### config.mk
export PLATFORM = sky130hd
export DESIGN_NAME = ebt_timer
export DESIGN_NICKNAME = d
export VERILOG_FILES = /design/src/rtl/ebt_timer.v /design/src/rtl/ebt_count_tick.v
export VERILOG_INCLUDE_DIRS = /design/src /design/src/pkg
export SDC_FILE = /design/constraint.sdc
export NUM_CORES = 1
export LEC_CHECK = 0
export ABC_AREA = 1
export BUFFER_PORTS_ARGS = -buffer_cell sky130_fd_sc_hd__buf_2
export CAP_MARGIN = 20
export CORE_ASPECT_RATIO = 0.6
export CORE_MARGIN = 1
export CORE_UTILIZATION = 25
export CTS_CLUSTER_DIAMETER = 80
export DETAILED_ROUTE_END_ITERATION = 8
export PLACE_DENSITY = 0.49
export SYNTH_ARGS = -nofsm -noshare
export SYNTH_HDL_FRONTEND = slang
export SYNTH_HIERARCHICAL = 1
export SYNTH_SLANG_ARGS = --single-unit
### constraint.sdc
create_clock -name CLK -period 2.5 [get_ports CLK]
set_input_delay 0.25 -clock CLK [delete_from_list [all_inputs] [get_ports CLK]]
set_output_delay 0.25 -clock CLK [all_outputs]
set_load 0.03 [all_outputs]
### src/pkg/ebt_defines.vh
// Register map, field positions, reset values and mode codes of the interval/PWM timer
`ifndef EBT_DEFINES_VH
`define EBT_DEFINES_VH
`define EBT_ADDR_W 16
`define EBT_OFS_PORT_DIR 16'hFF21
`define EBT_OFS_PORT_LATCH 16'hFF01
`define EBT_OFS_MODE 16'hFF6C
`define EBT_OFS_CARRIER 16'hFF6D
`define EBT_OFS_CYCLE_CMP 16'hFF0E
`define EBT_OFS_DUTY_CMP 16'hFF0F
`define EBT_OFS_COUNT 16'hFF10
`define EBT_OFS_DIV 16'hFF11
`define EBT_RST_PORT_DIR 8'hFF
`define EBT_RST_PORT_LATCH 8'h00
`define EBT_RST_MODE 8'h00
`define EBT_RST_CARRIER 8'h00
`define EBT_RST_CMP 8'h00
`define EBT_RST_DIV 8'h00
`define EBT_MODE_RUN 7
`define EBT_MODE_MD_HI 3
`define EBT_MODE_MD_LO 2
`define EBT_MODE_LEV 1
`define EBT_MODE_OEN 0
`define EBT_MD_INTERVAL 2'h0
`define EBT_MD_PWM 2'h2
`define EBT_CAR_REMOTE 2
`define EBT_CAR_BUFFER 1
`define EBT_CAR_STATUS 0
`define EBT_CAR_WMASK 8'h06
`define EBT_DUTY_XFER_CLKS 2'h3
`define EBT_TIMER_PIN 6
`endif

### src/rtl/ebt_timer.v
// Eight-bit interval / PWM timer with carrier output control and port direction register
// Summary of operation
// - Remote output low if buffer bit 0; else high, or carrier when remote enabled.
// - Carrier status flag in bit 0 is read-only; shows carrier output enable.
// - Reset clears carrier control register; byte and single-bit writes both work.
// - Direction bit 0 drives pin, 1 floats it; reset sets all ones.
// - Interval mode: counter match with cycle compare raises interrupt, clears counter.
// - Interval mode ignores duty compare completely.
// - Interval mode with output enabled toggles output each match: 50% square wave.
// - Counting begins within one count clock of setting run enable in interval mode, within two in PWM mode.
// - Clearing run enable forces interrupt and output inactive; inactive ones stay.
// - New duty value takes effect at the first old duty match after three count clocks; at once while stopped.
// - PWM first compares cycle; match clears counter, interrupts, output active, to duty.
// - PWM duty match makes output inactive, back to cycle; no clear, no interrupt.
// - Period is N+1 count clocks, active width M+1 count clocks.
// - PWM start masks one count clock; output inactive until first cycle match.
// - Default level bit sets inactive output polarity: 0 low, 1 high.
// - Run enable clear stops and zeroes counter; set starts counting.
`include "ebt_defines.vh"
module ebt_timer #(
  parameter DW = 8
) (
  input wire CLK,
  input wire RSTN,
  input wire [`EBT_ADDR_W-1:0] ADDR,
  input wire [7:0] WDATA,
  input wire WR,
  input wire RD,
  output reg [7:0] RDATA,
  input wire CARRIER_PULSE,
  input wire CARRIER_XFER,
  output reg TIMER_MATCH_IRQ,
  output wire TIMER_WAVE_OUTPUT,
  output wire REMOTE_OUTPUT,
  output wire [7:0] PORT_OUT,
  output wire [7:0] PORT_OE
);
  // ****************************************************************
  // Register bank
  // ****************************************************************
  localparam [DW-1:0] ONE = {{(DW-1){1'b0}}, 1'b1};
  reg [7:0] port_one_direction_q;
  reg [7:0] port_latch_q;
  reg [7:0] timer_mode_register_q;
  reg [2:1] carrier_ctl_q;
  reg carrier_status_flag_q;
  reg [DW-1:0] cycle_compare_q;
  reg [DW-1:0] duty_pending_q;
  reg [DW-1:0] duty_compare_q;
  reg [7:0] div_q;
  reg [1:0] xfer_age_q;
  reg xfer_pend_q;

  function sel;
    input [`EBT_ADDR_W-1:0] a;
    input [`EBT_ADDR_W-1:0] ofs;
    begin
      sel = (a == ofs);
    end
  endfunction

  wire run_enable = timer_mode_register_q[`EBT_MODE_RUN];
  wire [1:0] mode = timer_mode_register_q[`EBT_MODE_MD_HI:`EBT_MODE_MD_LO];
  wire pwm_mode = (mode == `EBT_MD_PWM);
  wire output_enable = timer_mode_register_q[`EBT_MODE_OEN];
  wire output_default_level = timer_mode_register_q[`EBT_MODE_LEV];
  wire wr_duty = WR && sel(ADDR, `EBT_OFS_DUTY_CMP);
  wire tick;

  // Address decode shared by the write and read sides
  wire sel_dir = sel(ADDR, `EBT_OFS_PORT_DIR);
  wire sel_latch = sel(ADDR, `EBT_OFS_PORT_LATCH);
  wire sel_mode = sel(ADDR, `EBT_OFS_MODE);
  wire sel_car = sel(ADDR, `EBT_OFS_CARRIER);
  wire sel_cyc = sel(ADDR, `EBT_OFS_CYCLE_CMP);
  wire sel_duty = sel(ADDR, `EBT_OFS_DUTY_CMP);
  wire sel_cnt = sel(ADDR, `EBT_OFS_COUNT);
  wire sel_div = sel(ADDR, `EBT_OFS_DIV);

  // Divider register stands in for a count clock selector
  ebt_count_tick #(.W(8)) ebt_count_tick_i (
    .clk(CLK),
    .rst_n(RSTN),
    .run(run_enable),
    .div(div_q),
    .tick(tick)
  );

  // ****************************************************************
  // Port registers
  // ****************************************************************
  // Pins leave reset as inputs so nothing is driven before setup
  always @(posedge CLK or negedge RSTN) begin
    if (!RSTN) begin
      port_one_direction_q <= `EBT_RST_PORT_DIR;
    end else if (WR && sel_dir) begin
      port_one_direction_q <= WDATA;
    end
  end

  always @(posedge CLK or negedge RSTN) begin
    if (!RSTN) begin
      port_latch_q <= `EBT_RST_PORT_LATCH;
    end else if (WR && sel_latch) begin
      port_latch_q <= WDATA;
    end
  end

  // ****************************************************************
  // Timer control registers
  // ****************************************************************
  // Mode bits are only safe to change while stopped; nothing here guards it
  always @(posedge CLK or negedge RSTN) begin
    if (!RSTN) begin
      timer_mode_register_q <= `EBT_RST_MODE;
    end else if (WR && sel_mode) begin
      timer_mode_register_q <= WDATA;
    end
  end

  always @(posedge CLK or negedge RSTN) begin
    if (!RSTN) begin
      cycle_compare_q <= {DW{1'b0}};
    end else if (WR && sel_cyc) begin
      cycle_compare_q <= WDATA[DW-1:0];
    end
  end

  always @(posedge CLK or negedge RSTN) begin
    if (!RSTN) begin
      div_q <= `EBT_RST_DIV;
    end else if (WR && sel_div) begin
      div_q <= WDATA;
    end
  end

  // ****************************************************************
  // Carrier control register
  // ****************************************************************
  // Only the two writable bits live here; the status flag is a
  // separate flop fed by the transfer strobe
  always @(posedge CLK or negedge RSTN) begin
    if (!RSTN) begin
      carrier_ctl_q <= 2'h0;
    end else if (WR && sel_car) begin
      // Status bit ignores writes; bit writes arrive as read-modify-write bytes
      carrier_ctl_q <= WDATA[2:1];
    end
  end

  // Status flag follows buffer bit on the transfer strobe
  always @(posedge CLK or negedge RSTN) begin
    if (!RSTN) begin
      carrier_status_flag_q <= 1'b0;
    end else if (CARRIER_XFER) begin
      carrier_status_flag_q <= carrier_ctl_q[`EBT_CAR_BUFFER];
    end
  end

  // ****************************************************************
  // Duty compare transfer
  // ****************************************************************
  // Written value waits in a latch while running; it moves to the live compare only
  // after three count clocks and at an idle point of the waveform.
  reg duty_phase_q;
  reg [DW-1:0] counter_q;
  wire duty_hit = tick && duty_phase_q && (counter_q == duty_compare_q);
  // Pending duty value has waited long enough to be taken over
  wire xfer_ready = (xfer_age_q == `EBT_DUTY_XFER_CLKS);

  always @(posedge CLK or negedge RSTN) begin
    if (!RSTN) begin
      duty_pending_q <= {DW{1'b0}};
      duty_compare_q <= {DW{1'b0}};
      xfer_age_q <= 2'h0;
      xfer_pend_q <= 1'b0;
    end else if (wr_duty) begin
      duty_pending_q <= WDATA[DW-1:0];
      xfer_age_q <= 2'h0;
      xfer_pend_q <= 1'b1;
      // A stopped timer has no waveform to protect, so load at once
      if (!run_enable) begin
        duty_compare_q <= WDATA[DW-1:0];
        xfer_pend_q <= 1'b0;
      end
    end else if (xfer_pend_q && tick) begin
      if (!xfer_ready) begin
        xfer_age_q <= xfer_age_q + 2'h1;
      end
      // Transfer at the old duty match, once three count clocks are past
      if (duty_hit && xfer_ready) begin
        duty_compare_q <= duty_pending_q;
        xfer_pend_q <= 1'b0;
      end
    end
  end

  // ****************************************************************
  // Counter and compare sequencing
  // ****************************************************************
  localparam [2:0] ST_IDLE = 3'b001;
  localparam [2:0] ST_MASK = 3'b010;
  localparam [2:0] ST_RUN = 3'b100;
  reg [2:0] state_q;
  reg wave_q;
  // Interval mode never leaves the cycle phase
  wire cycle_hit = tick && !duty_phase_q && (counter_q == cycle_compare_q);

  always @(posedge CLK or negedge RSTN) begin
    if (!RSTN) begin
      state_q <= ST_IDLE;
      counter_q <= {DW{1'b0}};
      duty_phase_q <= 1'b0;
      wave_q <= 1'b0;
      TIMER_MATCH_IRQ <= 1'b0;
    end else begin
      // Interrupt is a one-cycle pulse
      TIMER_MATCH_IRQ <= 1'b0;
      // Idle holds everything cleared so a restart always begins from zero
      case (state_q)
        ST_IDLE: begin
          counter_q <= {DW{1'b0}};
          duty_phase_q <= 1'b0;
          wave_q <= 1'b0;
          if (run_enable) begin
            state_q <= pwm_mode ? ST_MASK : ST_RUN;
          end
        end
        ST_MASK: begin
          // First count clock after enable is swallowed in PWM mode
          if (!run_enable) begin
            state_q <= ST_IDLE;
          end else if (tick) begin
            state_q <= ST_RUN;
          end
        end
        ST_RUN: begin
          if (!run_enable) begin
            state_q <= ST_IDLE;
            counter_q <= {DW{1'b0}};
            wave_q <= 1'b0;
          end else if (cycle_hit) begin
            counter_q <= {DW{1'b0}};
            TIMER_MATCH_IRQ <= 1'b1;
            if (pwm_mode) begin
              wave_q <= 1'b1;
              duty_phase_q <= 1'b1;
            end else begin
              wave_q <= ~wave_q;
            end
          end else if (duty_hit && pwm_mode) begin
            // Only PWM looks at duty compare; interval never enters duty phase
            wave_q <= 1'b0;
            duty_phase_q <= 1'b0;
            counter_q <= counter_q + ONE;
          end else if (tick) begin
            counter_q <= counter_q + ONE;
          end
        end
        default: begin
          // Illegal state code: fall back to idle with the outputs quiet
          state_q <= ST_IDLE;
          counter_q <= {DW{1'b0}};
          duty_phase_q <= 1'b0;
          wave_q <= 1'b0;
        end
      endcase
    end
  end

  // ****************************************************************
  // Output and pin drive
  // ****************************************************************
  // Active level is the inverse of the default level
  assign TIMER_WAVE_OUTPUT = output_enable ? (wave_q ^ output_default_level)
                                           : output_default_level;

  // Remote output: buffer off forces low, remote off gives a steady high
  reg remote_d;
  always @* begin
    remote_d = 1'b0;
    case (carrier_ctl_q)
      2'b01: remote_d = 1'b1;
      2'b11: remote_d = CARRIER_PULSE;
      default: remote_d = 1'b0;
    endcase
  end
  assign REMOTE_OUTPUT = remote_d;

  // ****************************************************************
  // Port pin drive
  // ****************************************************************
  genvar gi;
  generate
    for (gi = 0; gi < 8; gi = gi + 1) begin : g_pin
      // Timer pin shows the wave only when the latch is cleared too
      if (gi == `EBT_TIMER_PIN) begin : g_tmr
        assign PORT_OUT[gi] = port_latch_q[gi] | TIMER_WAVE_OUTPUT;
      end else begin : g_gpio
        assign PORT_OUT[gi] = port_latch_q[gi];
      end
      assign PORT_OE[gi] = ~port_one_direction_q[gi];
    end
  endgenerate

  // ****************************************************************
  // Read port
  // ****************************************************************
  reg [7:0] rd_mux_d;

  // Unmapped addresses read as zero
  always @* begin
    rd_mux_d = 8'h00;
    if (sel_dir) begin
      rd_mux_d = port_one_direction_q;
    end else if (sel_latch) begin
      rd_mux_d = port_latch_q;
    end else if (sel_mode) begin
      rd_mux_d = timer_mode_register_q;
    end else if (sel_car) begin
      rd_mux_d = {5'h00, carrier_ctl_q, carrier_status_flag_q};
    end else if (sel_cyc) begin
      rd_mux_d = cycle_compare_q;
    end else if (sel_duty) begin
      // Software sees the value last written, not the live compare
      rd_mux_d = duty_pending_q;
    end else if (sel_cnt) begin
      rd_mux_d = counter_q;
    end else if (sel_div) begin
      rd_mux_d = div_q;
    end
  end

  always @(posedge CLK or negedge RSTN) begin
    if (!RSTN) begin
      RDATA <= 8'h00;
    end else if (RD) begin
      RDATA <= rd_mux_d;
    end
  end
endmodule

### src/rtl/ebt_count_tick.v
// Count clock enable divider for the interval/PWM timer
module ebt_count_tick #(
  parameter W = 8
) (
  input wire clk,
  input wire rst_n,
  input wire run,
  input wire [W-1:0] div,
  output reg tick
);
  reg [W-1:0] cnt_q;

  // Divider restarts at run so the first tick comes at most div+1 clocks later
  always @(posedge clk or negedge rst_n) begin
    if (!rst_n) begin
      cnt_q <= {W{1'b0}};
      tick <= 1'b0;
    end else if (!run) begin
      cnt_q <= {W{1'b0}};
      tick <= 1'b0;
    end else if (cnt_q >= div) begin
      cnt_q <= {W{1'b0}};
      tick <= 1'b1;
    end else begin
      cnt_q <= cnt_q + {{(W-1){1'b0}}, 1'b1};
      tick <= 1'b0;
    end
  end
endmodule

-- Word level (Yosys, flattened, before mapping)
Index checks and enable logic that the tools add are counted.
- bits in registers: 93
- input bits: 30
- output and inout port bits: 27
- word-level logic and storage cells: 134
- add/sub/neg operators: 3
- magnitude comparators: 1
- equality and inequality tests: 27
- multiplexer cells: 48
- bitwise gates (word level): 12
- reductions and logical operators: 24
- operators with widths (operator ; count):
    two-way mux 8 bit ; 18
    == test 16 bit, second input constant ; 8
    two-way mux 1 bit ; 17
    adder 8 x 1 -> 8 bit, second input constant ; 2
    == test 8 bit ; 2
    case mux 8 bit (2 select lines) ; 1
    two-way mux 3 bit ; 5
    logical AND 1 bit ; 14
    != test 2 bit, second input constant ; 5
    NOT 1 bit ; 10
    case mux 3 bit (3 select lines) ; 1
    >= comparator 8 bit ; 1
    AND reduction 2 bit ; 4
    == test 2 bit, second input constant ; 3
    two-way mux 2 bit ; 3
    != test 3 bit, second input constant ; 2
    case mux 1 bit (2 select lines) ; 3
    AND reduction 3 bit ; 2
    != test 5 x 4 -> 1 bit, second input constant ; 1
    != test 4 bit, second input constant ; 1
    AND reduction 4 bit ; 1
    nonzero test 2 bit ; 2
    == test 3 x 1 -> 1 bit, second input constant ; 1
    == test 3 x 2 -> 1 bit, second input constant ; 1
    7 further kinds ; 7

-- Longest topological paths before layout
Gate-level depths: netlist of the first run.
- word-level depth: 9
- gate-level depth with buffers: 12
- gate-level depth less buffers: 12

-- Modules after synthesis
The synthesis of the first run kept the hierarchy.
- modules (own cells, without submodules) (module ; times used ; cells each ; area an instance (um2) ; sequential area each (um2)):
    ebt_timer ; 1 ; 604 ; 4699.5 ; 2113.3
    ebt_count_tick ; 1 ; 86 ; 659.4 ; 225.2

-- Least setup slack after synthesis of the first run
Ideal clock, no wire load.
- path kind: input port to flip-flop
- from: in ADDR[11]
- to: reg duty_compare_q[0]
- library setup time: 0.117 ns
- arrival time: 1.343 ns
- data required time: 2.383 ns
- path slack: 1.040 ns
- stages: 10
- path buffers: 2
- cells stage by stage: nand2_1 nor2_1 nand2_1 buf_4 nor2_8 nand4_2 or2_0 buf_6 nand3_1 nand2_1
- longest elaborated chain between the ends: 4
- elaborated cells between the ends (all ways): 7
- classes of those cells: eq/ne (2); mux (1); reduce/logical (4)
- ends and longest elaborated chain (what ; RTL line ; source):
    start, declared ; ebt_timer.v:25 ; input wire [`EBT_ADDR_W-1:0] ADDR,
    == test 16 bit (*) ; ebt_timer.v:58 ; sel = (a == ofs);
    logical AND 1 bit (*) ; ebt_timer.v:67 ; wire wr_duty = WR && sel(ADDR, `EBT_OFS_DUTY_CMP);
    != test 2 bit (no source line) / nonzero test 2 bit (equally long branches) ; n/a ;
    AND reduction 3 bit (no source line) ; n/a ;
    end signal, assigned ; ebt_timer.v:174 ; duty_compare_q <= {DW{1'b0}};
    end signal, assigned ; ebt_timer.v:183 ; duty_compare_q <= WDATA[DW-1:0];
    end signal, assigned ; ebt_timer.v:192 ; duty_compare_q <= duty_pending_q;
    end, declared ; ebt_timer.v:49 ; reg [DW-1:0] duty_compare_q;
Every way passes the cells marked *; elsewhere a longest branch is shown, timed or not.
A chain may end at the register's enable or synchronous reset.

-- Worst setup path after layout of the first run
- from: reg counter_q[1]
- to: reg duty_compare_q[2]
- longest elaborated chain between the ends: 5
- ends and longest elaborated chain (what ; RTL line ; source):
    start, declared ; ebt_timer.v:166 ; reg [DW-1:0] counter_q;
    start signal, assigned ; ebt_timer.v:212 ; counter_q <= {DW{1'b0}};
    start signal, assigned ; ebt_timer.v:222 ; counter_q <= {DW{1'b0}};
    start signal, assigned ; ebt_timer.v:240 ; counter_q <= {DW{1'b0}};
    == test 8 bit ; ebt_timer.v:167 ; wire duty_hit = tick && duty_phase_q && (counter_q == duty_compare_q);
    logical AND 1 bit ; ebt_timer.v:167 ;
    logical AND 1 bit ; ebt_timer.v:191 ; if (duty_hit && xfer_ready) begin
    nonzero test 2 bit (no source line) ; n/a ;
    AND reduction 3 bit (no source line) ; n/a ;
No other way between the ends.

==> results of run 1 <==
==> synth_stat cells (8+ instances only) <==
library cell,instances
nand2_1,182
buf_2,8
o21ai_1,32
dfstp_2,9
nand3_1,62
nand4_1,11
a21oi_1,8
ha_1,11
dfrtp_1,84
nor2_1,47
nand2_2,9
inv_1,90
buf_4,8
o21ai_0,36
o21ai_2,8
nor3_1,11
==> kinds of logic after synthesis <==
family | after synthesis | share of synthesized area, %
AOI/OAI and AO/OA | 100 | 10.6
and+or+nand+nor | 364 | 32.7
buffers and inverters | 114 | 9.20
DFF | 93 | 43.6
adders and majority gates | 11 | 2.57
xor gates and xnor gates | 8 | 1.31
==> report_power, final <==
group,leakage [nW],internal [W],switching (W)
registers,1.26,0.00150,0.000000491
logic,1.52,0.0000319,0.0000982
clock network,0.152,0.000821,0.000638
==> through the flow <==
step                      cell area [um2]  hold WS (ns)  instances
final                                6230         0.110       1028
after global routing                 6230         0.137       1028
after CTS                            6230         0.101       1028
after detailed placement             5910         0.216       1011
after global placement               5910         0.218       1011
after floorplan                      5360       -0.0456        690
==> layer usage <==
layer  track usage [%]  wire, um
met1              24.7      8830
met2              19.3      5540
met3              3.39       979
met4              3.41       124
met5                 0         0
==> final timing paths <==
check	startpoint	end	slack, ns	depth (start not counted)
setup / recovery	counter_q[1]	duty_compare_q[2]	0.47	11
hold / removal	CARRIER_XFER	carrier_status_flag_q	0.11	2
setup reg to reg	counter_q[1]	duty_compare_q[2]	0.47	11
hold reg to reg	RDATA[6]	RDATA[6]	0.48	2
max in group asynchronous	RSTN	ebt_count_tick_i/cnt_q[7]	1.41	3
min in group asynchronous	RSTN	port_latch_q[2]	0.38	2
==> cells in the final DEF, fill, tap and decap left out, drive strengths merged, types with 10 or more instances in the layout <==
cell type	instances
nor2	57
nand4	12
nand2	194
buf	62
inv	98
nand3	66
clkbuf	10
o21ai	76
dfrtp	84
ha	11
nor3	15
==> cell type report <==
class | count | share of cell area [%]
multi-input combinational | 483 | 40.6
sequential | 93 | 37.5
inverter | 94 | 5.66
timing repair buffer | 63 | 5.62
tap | 279 | 5.60
clock buffer | 10 | 3.83
clock inverter | 6 | 1.20
==> what timing repair did <==
action	CTS	global route
hold buffers	1	0
gates resized for setup	0	0
hold endpoints to repair	22	0
==> results.yml, run 1 <==
logic_synthesis:
  synth_top_cell_area_share_pct: 39.2
  synth_edf_count: 0
  syn_avg_cell_area_um2: 7.77
  synth_area_leaders: "dfrtp_1 39%, nand2_1 13%, inv_1 6.3%, nand3_1 5.8%, dfstp_2 4.4%"
  synth_seq_cells: 93
  yosys.area.top_type: "dfrtp_1"
  synth_fp_nets: 731
  yosysWarningCount: 6
  postSynthCellCount: 690
  synthArstFlopShare_pct: 100
  synthFlopType: "dfrtp_1"
  yosysSeqAreaShare_pct: 43.6
  syn_area_um2: 5360
  synth_cell_type_count: 47
setup_path:
  crit_fanout: 9
  critical_path_buf_inv_count: 1
  worstPathArrival_ns: 2.26
  path_class: "reg -> reg"
  worstSetupEndpointType: "register"
  cp.required_ns: 2.74
  path_common_cell: "nand2_1"
  path_cells: "inv_1, nand2_1, o21ai_0, nor2_1, nand2_1, nor2_1, nand3_1, nand2_2, nand2_8, nand2_1, nand2_1"
  start_kind: "register"
  slowest_stage: "dfrtp_1"
  path_delay_family: "simple AND/OR/NAND/NOR gates"
  slowest_delay_ns: 0.51
global_route:
  overflow: 0
  grt_max_degree: 64
  track_usage_pct: 15.1
  grt_pass1_wl_mm: 25.0
  grt_antenna_before_repair: 0
  grt_pass1_vias: 4337
floorplan:
  die_area_um2: 22000
  initial_utilization_pct: 25.5
  boundaryPins: 57
  design.core.area_um2: 21000
  fp.dieW_um: 191
  rows: 41
  die_h_um: 115
routing:
  drt_wl_total_mm: 15.5
  drt-pass1-iter-count: 5
  drc: 0
  drt-initial-drc-count: 398
  vias: 4683
  viasPerCell: 4.56
  postRouteAntennaNets: 0
  post_drt_wl_per_cell_um: 15.1
final_layout:
  nNetsFinal: 785
  antenna_cells: 0
  syn2layout_area_growth_pct: 16.3
  regArea_um2: 2340
  post-route-util_pct: 29.6
  multi_input_area_um2: 2530
  drive_above_1_share_pct: 18.3
  fill_cells: 2260
clock_network:
  cts_tree: "done"
  clkLatencyLatePin_ns: 0.35
  htreeDepth: 3
  clk_path_buf_depth: 2
  numCtsBuffers: 9
  clk_pin_slew_worst_paths_ns: 0.07
  clock-sinks: 93
  cts_root_buf: "clkbuf_16"
  post-cts-setup-buffer-count: 0
timing:
  fmax_mhz: 494
  finalMaxSlewViolations: 0
  setup_slack_ns: 0.474
  finalCritPeriodShare_pct: 81.0
  final.min_clock_period_ns: 2.03
  worst_pin_slew_ns: 0.866
  max_slew_margin_pct: 42.3
  finClkSkew_ns: 0.0135
  setup_violations: 0
  finalHoldViolCount: 0
  tns_ns: 0
  rsz0062_at_grt: "no"
pwr:
  p_leak_nw: 2.93
  peakVddDrop_mv: 0.349
  totalPowerFinal_w: 0.00309
  powerDensity_nw_per_um2: 497
place:
  dp_hpwl_mm: 12.2
  dpl_worst_slack_ns: 0.427
  io_buffers: 56
  gp_congestion: 0.898
min_path:
  hold_path_class: "in -> reg"
status:
  run_status: "completed"
run:
  drv_cap: 0
(Power assumes the default switching activity.)
==> inputs of run 2 (changes only) <==
Settings changed: PLACE_DENSITY 0.49 to 0.5.
Clock period 2.5 ns to 1.6 ns, I/O delays scaled along.
==> run 2 against run 1 <==
Critical path depth fell by 2. Cell area grew 17%. Worst setup slack got worse by 0.46 ns. Core utilization up 4.9 points. Power up 54%. Clock power grew 48%. Count of clock-buffer cells in the layout stayed put. Largest power group unchanged. Largest cell class unchanged. Fmax is 28% higher. Flip-flop and latch count stayed put.
==> results.yml, run 2 (synthesis results as in run 1) <==
pwr:
  p_sw_w: 0.00112
  p_leak_nw: 3.47
  peakVddDrop_mv: 0.521
  cell_internal_pwr_w: 0.00365
  share_comb_of_total_power_pct: 5.3
  switching_share_pct: 23.4
  power.share.clock_pct: 45.4
  p_seq_share_pct: 49.4
  powerDensity_nw_per_um2: 655
final_layout:
  syn2layout_area_growth_pct: 35.7
  nNetsFinal: 885
  most-common-layout-cells: "172 x nand2_1, 94 x buf_4, 81 x inv_1, 77 x dfrtp_1"
  post-route-util_pct: 34.6
  instances_no_fill: 1128
  final_common_cell: "nand2_1"
  antenna_cells: 0
  drive_above_1_share_pct: 34.6
routing:
  drt-pass1-iter-count: 5
  drt_wl_total_mm: 16.9
  post_drt_wl_per_cell_um: 15.0
  vias: 5023
  viasPerCell: 4.45
  drt-initial-drc-count: 380
  drc: 0
  postRouteAntennaNets: 0
setup_path:
  path_common_cell: "nand2_1"
  worstSetupEndpointType: "register"
  crit_fanout: 8
  critical_path_buf_inv_count: 1
  r2r_slack_ns: 0.01
  slowest_stage: "dfrtp_1"
  path_delay_family: "simple AND/OR/NAND/NOR gates"
  worstPathArrival_ns: 1.82
  cp.required_ns: 1.83
  rr_worst_depth: 9
  slowest_delay_ns: 0.38
  worstReg2RegEnd: "duty_compare_q[7]"
  start_kind: "register"
  path_cells: "buf_4, xnor2_1, nand3_1, nor2_1, nand3_2, nand2_4, nand2_8, nand2_1, nand2_1"
  r2r-start: "counter_q[2]"
  path_class: "reg -> reg"
global_route:
  grt_max_degree: 43
  grt_antenna_before_repair: 0
  grt_pass1_wl_mm: 26.4
  grt_pass1_vias: 4540
  track_usage_pct: 16.1
  overflow: 0
min_path:
  hold_path_class: "in -> reg"
  hold_start: "CARRIER_XFER"
  hold_depth: 2
  min_to: "carrier_status_flag_q"
clock_network:
  cts_tree: "done"
  clock-sinks: 93
  cts_root_buf: "clkbuf_16"
  clk_path_buf_depth: 2
  clkLatencyLatePin_ns: 0.35
  clk_pin_slew_worst_paths_ns: 0.08
  htreeDepth: 3
  numCtsBuffers: 9
timing:
  finClkSkew_ns: 0.0172
  setup_violations: 0
  tns_ns: 0
  rsz0062_at_grt: "yes"
  setup_slack_ns: 0.0145
  finalMaxSlewViolations: 0
  finalHoldViolCount: 0
  worst_pin_slew_ns: 0.421
  fmax_mhz: 631
  final.min_clock_period_ns: 1.59
  finalCritPeriodShare_pct: 99.1
  max_slew_margin_pct: 71.6
run:
  drv_cap: 0
place:
  gp_congestion: 0.953
  dpl_worst_slack_ns: -0.0949
  io_buffers: 56
  numPlacedInstances: 1104
  dp_hpwl_mm: 13.4
floorplan:
  initial_utilization_pct: 25.5
  rows: 41
  die_h_um: 115
  boundaryPins: 57
  design.core.area_um2: 21000
  fp.dieW_um: 191
  die_area_um2: 22000
status:
  run_status: "completed"
-- run 2: stage by stage --
step / instance area (um2) / hold slack [ns] / total power [W]
detailed placement: 6640 / 0.0769 / 0.00265
global route: 7270 / 0.0435 / 0.00496
floorplan: 5360 / -0.136 / 0.00247
CTS: 6990 / 0.0127 / 0.00484
finish: 7270 / 0.0211 / 0.00476
global placement: 6640 / 0.0783 / 0.00265
-- run 2: worst max path at each step --
stage / from / endpoint / slack, ns / cells after the start
after floorplan: counter_q[4] / counter_q[4] / 0.15 / 7
after global placement: ADDR[5] / RDATA[3] / -0.09 / 12
after detailed placement: ADDR[4] / duty_compare_q[4] / -0.09 / 9
after CTS: counter_q[2] / TIMER_MATCH_IRQ / 0.005 / 7
after global routing: counter_q[2] / duty_compare_q[4] / -0.08 / 9
final: counter_q[2] / duty_compare_q[7] / 0.01 / 9
-- run 2: final cells by class --
cell class,instances,area (um2)
clock inverter,6,62.6
fill,2222,13800
timing repair buffer,163,1170
multi-input combinational,483,2760
inverter,94,353
tap,279,349
sequential,93,2350
clock buffer,10,229
-- run 2: repair_timing --
item	in CTS	in global routing
gates resized for setup	12	75
hold endpoints to repair	16	0
setup buffers	2	6
pin swaps	5	23
setup endpoints to repair	17	28
hold buffers	1	0
-- run 2: routing by layer --
layer | vias to the layer above | GRT usage, % | part of all wire (%)
met2 | 138 | 19.5 | 35
met3 | 8 | 3.69 | 6.2
met1 | 2329 | 27.4 | 58
met5 | - | 0 | 0
li1 | 2548 | - | -
met4 | 0 | 2.88 | 0.79
-- run 2: power groups by stage --
stage	registers, W	clock network, W	logic, W
finish	0.00235	0.00216	0.000250
global route	0.00235	0.00233	0.000279
CTS	0.00235	0.00224	0.000256
detailed placement	0.00240	0	0.000253
global placement	0.00240	0	0.000254
floorplan	0.00240	0	0.0000750
